==> src/core/gaf_pkg.sv <==
package gaf_pkg;

  // ****************************************
  // Register indices
  // ****************************************
  localparam logic [7:0] IDX_CS_HI [3] = '{8'h60, 8'h62, 8'h64};
  localparam logic [7:0] IDX_CS_LO [3] = '{8'h61, 8'h63, 8'h65};
  localparam logic [7:0] IDX_CS_CTRL [3] = '{8'hF1, 8'hF2, 8'hF3};
  localparam logic [7:0] IDX_SIO_HI = 8'h66;
  localparam logic [7:0] IDX_SIO_LO = 8'h67;
  localparam logic [7:0] IDX_SPARE_A = 8'h68;
  localparam logic [7:0] IDX_SPARE_B = 8'h69;
  localparam logic [7:0] IDX_IRQ1 = 8'h70;
  localparam logic [7:0] IDX_BLINK = 8'h71;
  localparam logic [7:0] IDX_IRQ2 = 8'h72;
  localparam logic [7:0] IDX_SPARE_C = 8'h73;
  localparam logic [7:0] IDX_POL_LO = 8'hF0;
  localparam logic [7:0] IDX_FUNC_LO = 8'hF4;
  localparam logic [7:0] IDX_DIR_LO = 8'hF5;
  localparam logic [7:0] IDX_SHARE = 8'hF6;
  localparam logic [7:0] IDX_POL_HI = 8'hF8;
  localparam logic [7:0] IDX_FUNC_HI = 8'hF9;
  localparam logic [7:0] IDX_DIR_HI = 8'hFA;

  // ****************************************
  // Field layouts and reset values
  // ****************************************
  localparam logic [7:0] REG_RESET = 8'h00;
  localparam logic [7:0] HI_WR_MASK = 8'h0F;
  localparam logic [7:0] BLINK_WR_MASK = 8'hDE;
  localparam logic [3:0] NIB_RESET = 4'h0;
  localparam int unsigned SPAN_MSB = 7;
  localparam int unsigned SPAN_LSB = 6;
  localparam int unsigned QUAL_MSB = 5;
  localparam int unsigned QUAL_LSB = 4;
  localparam int unsigned LOC_MSB = 3;
  localparam int unsigned LOC_LSB = 0;
  localparam int unsigned ROUTE_LOC_MSB = 7;
  localparam int unsigned ROUTE_LOC_LSB = 4;
  localparam int unsigned ROUTE_IRQ_MSB = 3;
  localparam int unsigned ROUTE_IRQ_LSB = 0;
  localparam int unsigned RATE_MSB = 7;
  localparam int unsigned RATE_LSB = 6;
  localparam int unsigned BLINK_LOC_MSB = 4;
  localparam int unsigned BLINK_LOC_LSB = 1;
  localparam int unsigned SHARE2_BIT = 7;
  localparam int unsigned SHARE1_BIT = 6;
  localparam int unsigned SINGLE_GRP_BIT = 5;
  localparam int unsigned SINGLE_PORT_BIT = 4;
  localparam logic [15:0] SIO_HI_OFS = 16'h0001;
  localparam logic [3:0] ADDR_TOP_ZERO = 4'h0;

  // ****************************************
  // Encodings
  // ****************************************
  localparam int unsigned NUM_PINS = 12;
  localparam int unsigned NUM_IRQ = 16;
  localparam logic [3:0] LOC_NONE = 4'h0;
  localparam logic [3:0] LOC_HIGH_LAST = 4'h8;
  localparam logic [3:0] PIN_HIGH_OFS = 4'h7;
  localparam logic [3:0] IRQ_NONE = 4'h0;
  localparam logic [3:0] IRQ_BAD = 4'h2;
  localparam logic [3:0] IRQ_LAST = 4'hC;
  localparam logic [1:0] QUAL_ADDR = 2'h0;
  localparam logic [1:0] QUAL_RD = 2'h1;
  localparam logic [1:0] QUAL_WR = 2'h2;

  // ****************************************
  // Timing
  // ****************************************
  localparam int unsigned CLK_HZ = 200_000_000;
  localparam int unsigned FAST_BLINK_HZ = 16;
  localparam int unsigned REF_CYCLES = CLK_HZ / (2 * FAST_BLINK_HZ);
  localparam int unsigned BLINK_DIV_BITS = 7;

  typedef struct packed {
    logic hit;
    logic [3:0] pin;
  } gaf_pinsel_s;

  // Odd codes walk pins 0-7, even codes 2-8 walk pins 8-11
  function automatic gaf_pinsel_s gaf_pin_of(input logic [3:0] code);
    gaf_pinsel_s s;
    s.hit = 1'b0;
    s.pin = 4'h0;
    if (code[0]) begin
      s.hit = 1'b1;
      s.pin = {1'b0, code[3:1]};
    end else if (code != LOC_NONE && code <= LOC_HIGH_LAST) begin
      s.hit = 1'b1;
      s.pin = {1'b0, code[3:1]} + PIN_HIGH_OFS;
    end
    return s;
  endfunction

  function automatic logic gaf_irq_ok(input logic [3:0] code);
    return code != IRQ_NONE && code != IRQ_BAD && code <= IRQ_LAST;
  endfunction

endpackage

==> src/core/gaf_cs_if.sv <==
`timescale 1ns/1ps
`default_nettype none
interface gaf_cs_if;
  logic [11:0] base;
  logic [1:0] span;
  logic [1:0] qual;
  logic strobe;
  modport cfg (output base, output span, output qual, input strobe);
  modport dec (input base, input span, input qual, output strobe);
endinterface
`default_nettype wire

==> src/core/gaf_blink.sv <==
`timescale 1ns/1ps
`default_nettype none
module gaf_blink #(
  parameter int unsigned REF_CYCLES = gaf_pkg::REF_CYCLES
) (
  input wire logic clk,
  input wire logic rstn,
  input wire logic [1:0] rate,
  output logic wave
);

  localparam int unsigned REF_W = $clog2(REF_CYCLES + 1);
  localparam logic [REF_W-1:0] REF_LAST = REF_W'(REF_CYCLES - 1);

  typedef struct packed {
    logic [REF_W-1:0] ref_cnt;
    logic [gaf_pkg::BLINK_DIV_BITS-1:0] div;
    logic wave;
  } gaf_blink_s;

  gaf_blink_s q;
  gaf_blink_s n;

  always_comb begin
    n = q;
    // Reference ticks at twice the fastest rate; each divider bit halves it
    if (q.ref_cnt == REF_LAST) begin
      n.ref_cnt = '0;
      n.div = q.div + 1'b1;
    end else begin
      n.ref_cnt = q.ref_cnt + 1'b1;
    end
    n.wave = q.div[{rate, 1'b0}];
  end

  always_ff @(posedge clk) begin
    if (!rstn) begin
      q <= '0;
    end else begin
      q <= n;
    end
  end

  assign wave = q.wave;

endmodule
`default_nettype wire

==> src/core/gaf_chipsel.sv <==
`timescale 1ns/1ps
`default_nettype none
module gaf_chipsel (
  input wire logic clk,
  input wire logic rstn,
  input wire logic [15:0] io_addr,
  input wire logic io_rd,
  input wire logic io_wr,
  gaf_cs_if.dec cs
);

  typedef struct packed {
    logic strobe;
  } gaf_cs_s;

  gaf_cs_s q;
  gaf_cs_s n;
  logic [15:0] mask;
  logic match;

  always_comb begin
    n = q;
    // Span 1/2/4/8 ports: low address bits ignored
    mask = ~((16'h0001 << cs.span) - 16'h0001);
    match = (io_addr & mask) == ({gaf_pkg::ADDR_TOP_ZERO, cs.base} & mask);
    case (cs.qual)
      gaf_pkg::QUAL_ADDR: n.strobe = match;
      gaf_pkg::QUAL_RD: n.strobe = match & io_rd;
      gaf_pkg::QUAL_WR: n.strobe = match & io_wr;
      default: n.strobe = match & (io_rd | io_wr);
    endcase
  end

  always_ff @(posedge clk) begin
    if (!rstn) begin
      q <= '0;
    end else begin
      q <= n;
    end
  end

  assign cs.strobe = q.strobe;

endmodule
`default_nettype wire

==> src/core/gaf_top.sv <==
`timescale 1ns/1ps
`default_nettype none
//Contract
// Chip-select bases, twelve writable bits, top zero
// Control bits 7-6 span, 3-0 pin location
// Bits 5-4 qualify strobe with read/write
// Plain I/O base pair, twelve writable bits
// Steering one: pin 7-4, IRQ 3-0
// Steering two: same layout, same invalid codes
// Blink rates 16, 4, 1, quarter hertz
// Blink pin in bits 4-1, others reserved; code takes the rate from bits 7-6 and reserves only bits 5 and 0
// Polarity bit inverts matching pin
// Function bit one selects plain I/O
// Direction bit one makes pin input
// Spare registers read zero, do nothing
// All configuration resets to zero
// Location zero or unlisted selects no pin
// Share bits 7 and 6 per steering
// Data ports at base and base plus one
// Single-port mode, bit 5 picks group
// Blink is near-square divided reference
// Inversion applies to reads and writes
module gaf_top #(
  parameter int unsigned REF_CYCLES = gaf_pkg::REF_CYCLES
) (
  input wire logic clk,
  input wire logic rstn,
  input wire logic [7:0] reg_addr,
  input wire logic [7:0] reg_wdata,
  input wire logic reg_wr,
  input wire logic reg_rd,
  output logic [7:0] reg_rdata,
  input wire logic [15:0] io_addr,
  input wire logic io_rd_n,
  input wire logic io_wr_n,
  input wire logic [7:0] io_data_in,
  output logic [7:0] io_data_out,
  output logic io_data_oe,
  input wire logic [11:0] gpio_in,
  output logic [11:0] gpio_out,
  output logic [11:0] gpio_oe,
  output logic [15:0] irq_out,
  output logic [15:0] irq_oe
);

  // ****************************************
  // State
  // ****************************************
  typedef struct packed {
    logic [2:0][7:0] cs_hi;
    logic [2:0][7:0] cs_lo;
    logic [2:0][7:0] cs_ctrl;
    logic [7:0] sio_hi;
    logic [7:0] sio_lo;
    logic [7:0] irq1;
    logic [7:0] blink;
    logic [7:0] irq2;
    logic [7:0] pol_lo;
    logic [7:0] func_lo;
    logic [7:0] dir_lo;
    logic [7:0] share;
    logic [3:0] pol_hi;
    logic [3:0] func_hi;
    logic [3:0] dir_hi;
    logic [11:0] sio_data;
    logic [15:0] addr_m;
    logic [15:0] addr_s;
    logic rd_m;
    logic rd_s;
    logic wr_m;
    logic wr_s;
    logic wr_d;
    logic [7:0] din_m;
    logic [7:0] din_s;
    logic [11:0] pin_m;
    logic [11:0] pin_s;
    logic fcg;
    logic [7:0] rdata;
    logic [7:0] io_dout;
    logic io_doe;
    logic [11:0] gpio_out;
    logic [11:0] gpio_oe;
    logic [15:0] irq_out;
    logic [15:0] irq_oe;
  } gaf_top_s;

  gaf_top_s q;
  gaf_top_s n;
  logic [7:0] rd_val;
  logic blink_wave;
  logic [11:0] pol;
  logic [11:0] func;
  logic [11:0] dir;
  logic [11:0] sio_rd;
  logic [11:0] sio_base;
  logic [15:0] sio_addr;
  logic hit_lo;
  logic hit_hi;
  logic [2:0] cs_strobe;
  logic src1;
  logic src2;

  // One decoder per chip strobe; each sees the synced bus copy
  gaf_cs_if cs_bus [3] ();

  // ****************************************
  // Chip-select decoders
  // ****************************************
  for (genvar g = 0; g < 3; g++) begin : g_cs
    assign cs_bus[g].base = {q.cs_hi[g][3:0], q.cs_lo[g]};
    assign cs_bus[g].span = q.cs_ctrl[g][gaf_pkg::SPAN_MSB:gaf_pkg::SPAN_LSB];
    assign cs_bus[g].qual = q.cs_ctrl[g][gaf_pkg::QUAL_MSB:gaf_pkg::QUAL_LSB];
    assign cs_strobe[g] = cs_bus[g].strobe;
    gaf_chipsel u_cs (
      .clk(clk),
      .rstn(rstn),
      .io_addr(q.addr_s),
      .io_rd(q.rd_s),
      .io_wr(q.wr_s),
      .cs(cs_bus[g])
    );
  end

  gaf_blink #(
    .REF_CYCLES(REF_CYCLES)
  ) u_blink (
    .clk(clk),
    .rstn(rstn),
    .rate(q.blink[gaf_pkg::RATE_MSB:gaf_pkg::RATE_LSB]),
    .wave(blink_wave)
  );

  // ****************************************
  // Register read mux
  // ****************************************
  always_comb begin
    rd_val = gaf_pkg::REG_RESET;
    for (int i = 0; i < 3; i++) begin
      if (reg_addr == gaf_pkg::IDX_CS_HI[i]) begin
        rd_val = q.cs_hi[i];
      end
      if (reg_addr == gaf_pkg::IDX_CS_LO[i]) begin
        rd_val = q.cs_lo[i];
      end
      if (reg_addr == gaf_pkg::IDX_CS_CTRL[i]) begin
        rd_val = q.cs_ctrl[i];
      end
    end
    case (reg_addr)
      gaf_pkg::IDX_SIO_HI: rd_val = q.sio_hi;
      gaf_pkg::IDX_SIO_LO: rd_val = q.sio_lo;
      gaf_pkg::IDX_IRQ1: rd_val = q.irq1;
      gaf_pkg::IDX_BLINK: rd_val = q.blink;
      gaf_pkg::IDX_IRQ2: rd_val = q.irq2;
      gaf_pkg::IDX_POL_LO: rd_val = q.pol_lo;
      gaf_pkg::IDX_FUNC_LO: rd_val = q.func_lo;
      gaf_pkg::IDX_DIR_LO: rd_val = q.dir_lo;
      gaf_pkg::IDX_SHARE: rd_val = q.share;
      gaf_pkg::IDX_POL_HI: rd_val = {gaf_pkg::NIB_RESET, q.pol_hi};
      gaf_pkg::IDX_FUNC_HI: rd_val = {gaf_pkg::NIB_RESET, q.func_hi};
      gaf_pkg::IDX_DIR_HI: rd_val = {gaf_pkg::NIB_RESET, q.dir_hi};
      default: begin
        // Spare and unmapped indices keep whatever the loop gave, else zero
      end
    endcase
  end

  assign pol = {q.pol_hi, q.pol_lo};
  assign func = {q.func_hi, q.func_lo};
  assign dir = {q.dir_hi, q.dir_lo};
  assign sio_rd = q.pin_s ^ pol;
  assign sio_base = {q.sio_hi[3:0], q.sio_lo};
  assign sio_addr = {gaf_pkg::ADDR_TOP_ZERO, sio_base};

  // ****************************************
  // Next state
  // ****************************************
  always_comb begin
    gaf_pkg::gaf_pinsel_s sel;
    logic single;
    logic grp;
    logic lvl;
    sel = '0;
    single = 1'b0;
    grp = 1'b0;
    lvl = 1'b0;
    n = q;

    // Commands are inverted ahead of the flops so the reset value means idle
    // Pin-side inputs; address and data may skew across the two stages,
    // so the host must hold them steady around the command edge
    n.addr_m = io_addr;
    n.addr_s = q.addr_m;
    n.rd_m = ~io_rd_n;
    n.rd_s = q.rd_m;
    n.wr_m = ~io_wr_n;
    n.wr_s = q.wr_m;
    n.wr_d = q.wr_s;
    n.din_m = io_data_in;
    n.din_s = q.din_m;
    n.pin_m = gpio_in;
    n.pin_s = q.pin_m;

    if (reg_wr) begin
      for (int i = 0; i < 3; i++) begin
        if (reg_addr == gaf_pkg::IDX_CS_HI[i]) begin
          n.cs_hi[i] = reg_wdata & gaf_pkg::HI_WR_MASK;
        end
        if (reg_addr == gaf_pkg::IDX_CS_LO[i]) begin
          n.cs_lo[i] = reg_wdata;
        end
        if (reg_addr == gaf_pkg::IDX_CS_CTRL[i]) begin
          n.cs_ctrl[i] = reg_wdata;
        end
      end
      case (reg_addr)
        gaf_pkg::IDX_SIO_HI: n.sio_hi = reg_wdata & gaf_pkg::HI_WR_MASK;
        gaf_pkg::IDX_SIO_LO: n.sio_lo = reg_wdata;
        gaf_pkg::IDX_IRQ1: n.irq1 = reg_wdata;
        gaf_pkg::IDX_BLINK: n.blink = reg_wdata & gaf_pkg::BLINK_WR_MASK;
        gaf_pkg::IDX_IRQ2: n.irq2 = reg_wdata;
        gaf_pkg::IDX_POL_LO: n.pol_lo = reg_wdata;
        gaf_pkg::IDX_FUNC_LO: n.func_lo = reg_wdata;
        gaf_pkg::IDX_DIR_LO: n.dir_lo = reg_wdata;
        gaf_pkg::IDX_SHARE: n.share = reg_wdata;
        gaf_pkg::IDX_POL_HI: n.pol_hi = reg_wdata[3:0];
        gaf_pkg::IDX_FUNC_HI: n.func_hi = reg_wdata[3:0];
        gaf_pkg::IDX_DIR_HI: n.dir_hi = reg_wdata[3:0];
        default: begin
          // Spare indices take no write
        end
      endcase
    end
    n.rdata = reg_rd ? rd_val : gaf_pkg::REG_RESET;

    // ****************************************
    // Plain I/O data ports
    // ****************************************
    single = q.share[gaf_pkg::SINGLE_PORT_BIT];
    grp = q.share[gaf_pkg::SINGLE_GRP_BIT];
    if (single) begin
      hit_lo = (q.addr_s == sio_addr) && !grp;
      hit_hi = (q.addr_s == sio_addr) && grp;
    end else begin
      hit_lo = q.addr_s == sio_addr;
      // Base plus one may carry into bit 12; that address still decodes
      hit_hi = q.addr_s == sio_addr + gaf_pkg::SIO_HI_OFS;
    end
    n.io_doe = q.rd_s & (hit_lo | hit_hi);
    n.io_dout = hit_lo ? sio_rd[7:0] : {gaf_pkg::NIB_RESET, sio_rd[11:8]};
    // Store once per command, so a long write never latches skewed data
    if (q.wr_s && !q.wr_d) begin
      if (hit_lo) begin
        n.sio_data[7:0] = q.din_s;
      end
      if (hit_hi) begin
        n.sio_data[11:8] = q.din_s[3:0];
      end
    end
    // Fast-cycle grant flags any command that this block decodes itself
    n.fcg = (q.rd_s | q.wr_s) & (hit_lo | hit_hi | (|cs_strobe));

    // Pin drive; later assignments win, so chip strobe 0 has top priority
    src1 = 1'b0;
    src2 = 1'b0;
    for (int p = 0; p < gaf_pkg::NUM_PINS; p++) begin
      n.gpio_oe[p] = 1'b0;
      n.gpio_out[p] = pol[p];
      if (func[p]) begin
        n.gpio_oe[p] = ~dir[p];
        n.gpio_out[p] = q.sio_data[p] ^ pol[p];
      end else begin
        sel = gaf_pkg::gaf_pin_of(q.share[gaf_pkg::LOC_MSB:gaf_pkg::LOC_LSB]);
        if (sel.hit && sel.pin == 4'(p)) begin
          n.gpio_oe[p] = 1'b1;
          n.gpio_out[p] = ~q.fcg ^ pol[p];
        end
        sel = gaf_pkg::gaf_pin_of(q.blink[gaf_pkg::BLINK_LOC_MSB:gaf_pkg::BLINK_LOC_LSB]);
        if (sel.hit && sel.pin == 4'(p)) begin
          n.gpio_oe[p] = 1'b1;
          n.gpio_out[p] = blink_wave ^ pol[p];
        end
        for (int c = 2; c >= 0; c--) begin
          sel = gaf_pkg::gaf_pin_of(q.cs_ctrl[c][gaf_pkg::LOC_MSB:gaf_pkg::LOC_LSB]);
          if (sel.hit && sel.pin == 4'(p)) begin
            n.gpio_oe[p] = 1'b1;
            n.gpio_out[p] = ~cs_strobe[c] ^ pol[p];
          end
        end
        sel = gaf_pkg::gaf_pin_of(q.irq1[gaf_pkg::ROUTE_LOC_MSB:gaf_pkg::ROUTE_LOC_LSB]);
        if (sel.hit && sel.pin == 4'(p)) begin
          src1 = q.pin_s[p] ^ pol[p];
        end
        sel = gaf_pkg::gaf_pin_of(q.irq2[gaf_pkg::ROUTE_LOC_MSB:gaf_pkg::ROUTE_LOC_LSB]);
        if (sel.hit && sel.pin == 4'(p)) begin
          src2 = q.pin_s[p] ^ pol[p];
        end
      end
    end

    // Interrupt steering; a shared line is only driven while active
    // so several sources can share one request line
    for (int k = 0; k < gaf_pkg::NUM_IRQ; k++) begin
      n.irq_out[k] = 1'b0;
      n.irq_oe[k] = 1'b0;
      if (gaf_pkg::gaf_irq_ok(q.irq1[3:0]) && q.irq1[3:0] == 4'(k)) begin
        lvl = src1;
        n.irq_out[k] = n.irq_out[k] | lvl;
        n.irq_oe[k] = n.irq_oe[k] | (q.share[gaf_pkg::SHARE1_BIT] ? lvl : 1'b1);
      end
      if (gaf_pkg::gaf_irq_ok(q.irq2[3:0]) && q.irq2[3:0] == 4'(k)) begin
        lvl = src2;
        n.irq_out[k] = n.irq_out[k] | lvl;
        n.irq_oe[k] = n.irq_oe[k] | (q.share[gaf_pkg::SHARE2_BIT] ? lvl : 1'b1);
      end
    end
  end

  // ****************************************
  // Register update
  // ****************************************
  always_ff @(posedge clk) begin
    if (!rstn) begin
      q <= '0;
    end else begin
      q <= n;
    end
  end

  // ****************************************
  // Outputs
  // ****************************************
  assign reg_rdata = q.rdata;
  assign io_data_out = q.io_dout;
  assign io_data_oe = q.io_doe;
  assign gpio_out = q.gpio_out;
  assign gpio_oe = q.gpio_oe;
  assign irq_out = q.irq_out;
  assign irq_oe = q.irq_oe;

endmodule
`default_nettype wire
==> config.mk <==
export PLATFORM = sky130hd
export DESIGN_NAME = gaf_top
export DESIGN_NICKNAME = d
export VERILOG_FILES = /design/src/core/gaf_pkg.sv /design/src/core/gaf_cs_if.sv /design/src/core/gaf_blink.sv /design/src/core/gaf_chipsel.sv /design/src/core/gaf_top.sv
export SDC_FILE = /design/constraint.sdc
export NUM_CORES = 1
export LEC_CHECK = 0
export ABC_AREA = 1
export BUFFER_PORTS_ARGS = -buffer_cell sky130_fd_sc_hd__buf_4
export CELL_PAD_IN_SITES_DETAIL_PLACEMENT = 1
export CELL_PAD_IN_SITES_GLOBAL_PLACEMENT = 2
export CORE_MARGIN = 2
export CORE_UTILIZATION = 38
export CTS_CLUSTER_DIAMETER = 30
export DETAILED_ROUTE_END_ITERATION = 7
export PLACE_DENSITY = 0.88
export SLEW_MARGIN = 20
export SYNTH_ARGS = -nofsm -noshare
export SYNTH_HDL_FRONTEND = slang
export SYNTH_SLANG_ARGS = --single-unit
==> constraint.sdc <==
create_clock -name clk -period 4.1 [get_ports clk]
set_input_delay 0 -clock clk [delete_from_list [all_inputs] [get_ports clk]]
set_output_delay 0 -clock clk [all_outputs]
set_load 0.02 [all_outputs]
==> results.cfg <==
[status]
status = finished clean

[logic_synthesis]
ys_types = 67
yosys_warnings = 0
synth-edff-count = 0
synth.avg_cell_area_um2 = 7.29
syn-cell-area_um2 = 16500
synth-seq-cells = 335
async_reset_ff_share_pct = 0
ys.flop_type = dfxtp_1
syn_inst = 2263
ys_seq_area_share_pct = 40.6

[power_and_ir_drop]
power_density_nw_per_um2 = 528
p_total_mw = 11.1
power_leakage_nw = 8.97
ir_worst_vdd_mv = 0.310

[global_route]
grtUsageTotal_pct = 28.8
antenna_found_initial = 2
grt_pass1_vias = 16800
grt_max_degree = 69
grt_first_pass_wirelength_mm = 98.2
gr-total-overflow = 0

[drt]
antenna_left = 0
dr.pass1.iters = 5
drcViolationCount = 0
routedWlPerCell_um = 21.2
num_vias = 16300
first_iter_violations = 1154
viasPerCell = 5.35
wl_mm = 64.6

[critical_path]
r2r_start = q[121]
rr_endpoint = q[159]
worst_path_max_delay_cell = dfxtp_1
cp_slowest_stage_delay_ns = 0.64
critPathRequiredTime_ns = 4.59
cpLargestDelayFamily = simple AND/OR/NAND/NOR gates
crit_path_cell_trace = xnor2_1, xnor2_1, nor4_1, nand3b_1, nor4b_2, nand2_1, nand2_1, nand2_1, o21ai_1, nor2_1
worstPathArrival_ns = 3.33
critPathLaunch = q[121]
cp_num_buf_inv = 0
critical_path.endpoint_type = flip-flop
crit_path_end = q[159]
worstSetupPathType = reg2reg
critPathLaunchType = flip-flop
crit_fanout = 7
worst-path-stages = 10
regToRegSetupSlack_ns = 1.26
cpMostUsedCell = nand2_1
reg2reg_depth = 10

[cts]
cts-root-buf = clkbuf_16
path_clk_slew_ns = 0.05
cts_setup_buffers = 0
numCtsBuffers = 87
clockBufferDepth = 3
cts_sinks = 335
tritoncts = done
htree_levels = 3
worst_skew_pair.late_latency_ns = 0.61

[timing]
whs_ns = 0.0797
final-hold-violation-count = 0
rsz0062_at_grt = false
finalSetupViolCount = 0
fin_crit_sh_pct = 69.3
timing.fmax_ghz = 0.352
fin_crit_ns = 2.84
slew_headroom_pct = 35.1
fin_tns_setup_ns = 0
layout_setup_ws_ns = 1.26
report.final.slew_viol_count = 0
worst_pin_slew_ns = 0.970
finClkSkew_ns = 0.0204

[placed_design]
dp_hpwl_mm = 45.6
port-buffer-count = 130
dpl_cell_area_um2 = 17400
gp_congestion = 0.950
pre_cts_ws_ns = 1.35

[floorplanning]
die-area_um2 = 45100
row_count = 76
die_x_um = 212
ios = 131
start_util_pct = 38.4
coreArea_um2 = 43000
die_h_um = 212

[cells_and_area]
fill_cells = 5279
multi_input_area_um2 = 7640
drive_above_1_share_pct = 15.6
nNetsFinal = 2472
fin_area_um2 = 21100
seq_area_um2 = 6710
area_delta_synth_final_pct = 28.0
diodes = 0

[run]
cap_violations = 0

[hold_path]
hp-start = reg_addr[0]
worst_hold_path_type = in2reg
-- registers in the layout (all words and copies together) (netlist names), 3 cells and up --
register	count
irq_oe	16
io_data_out	8
gpio_oe	12
irq_out	16
n	39
reg_rdata	8
gpio_out	12
pol	12
g_cs.u_cs.cs.strobe	3
cs_bus.span	6
u_blink.q	30
cs_bus.base	36
func	12
cs_bus.qual	6
dir	12
q	105
-- how the worst min path moves through the flow --
stage,to,slack (ns),cells past startpoint
after CTS,q[241],0.004,4
after global placement,n[115],0.16,2
final,dir[9],0.08,4
after floorplan,n[115],0.07,1
after detailed placement,n[117],0.16,2
after global routing,q[242],0.07,4
-- area by class of cell --
type	count	share of cell area [%]
Multi-Input combinational cell	1439	36.2
Sequential cell	335	31.8
Clock buffer	115	11.9
Timing Repair Buffer	186	7.24
Inverter	343	6.11
Tap cell	585	3.47
Clock inverter	49	3.34
-- kinds of logic (layout without fill, tap and decap cells) --
group,count (synthesis),count (layout),share of synthesized area (%)
AOI/OAI and AO/OA,574,574,20.0
xor gates and xnor gates,60,60,3.19
adders and majority gates,22,22,1.67
buffers and inverters,498,693,13.2
DFF,335,335,40.6
other,1,10,0.0227
and+or+nand+nor,773,773,21.2
-- power by group --
part           internal (mW)  total, mW  switching, mW  leakage (nW)
logic                  0.156      0.436          0.280          4.70
clock network           5.13       7.35           2.22          1.55
registers               3.32       3.36         0.0402          2.72
total                   8.61       11.1           2.54          8.97
-- what timing repair did --
action / 4_1_cts / 5_1_grt
resized for setup: 0 / 0
hold buffers: 51 / 0
hold endpoints to repair: 197 / 0
-- tightest hold or removal path, cell delays in order --
cell     delay, ns
buf_4         0.12
nor2_1        0.11
nand4_1       0.28
a21oi_1       0.11
-- Yosys cell counts, drive strengths merged, types with 8 or more instances --
| library cell | count | area share [%] |
|---|---|---|
| a211oi | 11 | 0.50 |
| a21oi | 236 | 7.4 |
| a221oi | 13 | 0.69 |
| a41oi | 9 | 0.48 |
| and3 | 8 | 0.30 |
| buf | 88 | 3.9 |
| clkbuf | 67 | 1.5 |
| dfxtp | 335 | 41 |
| ha | 22 | 1.7 |
| inv | 341 | 7.8 |
| nand2 | 401 | 9.6 |
| nand3 | 84 | 2.7 |
| nand4 | 43 | 1.7 |
| nor2 | 165 | 4.0 |
| nor3 | 39 | 1.5 |
| nor4 | 14 | 0.57 |
| o211ai | 18 | 0.82 |
| o21ai | 205 | 6.4 |
| o221ai | 10 | 0.53 |
| o22ai | 41 | 1.7 |
| xnor2 | 17 | 0.90 |
| xor2 | 43 | 2.3 |
-- metrics by stage --
stage,instances,util (%)
2_1_floorplan,2272,-
3_3_place_gp,2837,40.5
3_5_place_dp,2837,40.5
4_1_cts,3052,49.1
5_1_grt,3052,49.1
6_report,3052,49.1
-- placed cells by master (no fill, tap or decap), types with 9 or more instances in the layout --
cell and count:
a221oi_1 13, a41oi_1 9, bufinv_16 13, inv_2 17, nand4_1 41, clkbuf_8 18, o21ai_1 21, conb_1 10
o22ai_1 36, inv_1 323, o211ai_1 18, buf_4 134, dfxtp_1 335, nor3_1 32, a21oi_1 225, xnor2_1 17
o21ai_0 180, o221ai_1 10, ha_1 22, dlygate4sd3_1 51, nor2_1 157, xor2_1 43, clkinv_2 10, nand2_1 377
clkbuf_16 89, a21oi_2 11, nand2_2 21, nand3_1 79, a211oi_1 11, nor4_1 13
-- routing by layer --
| metal | vias up | share of wire [%] | global-route usage, % |
|---|---|---|---|
| met5 | - | 0 | 0 |
| met4 | 0 | 3.3 | 11.3 |
| met3 | 138 | 6.0 | 5.60 |
| met2 | 508 | 47 | 47.2 |
| met1 | 7986 | 44 | 37.3 |
| li1 | 7691 | - | - |
(Power assumes the default switching activity.)
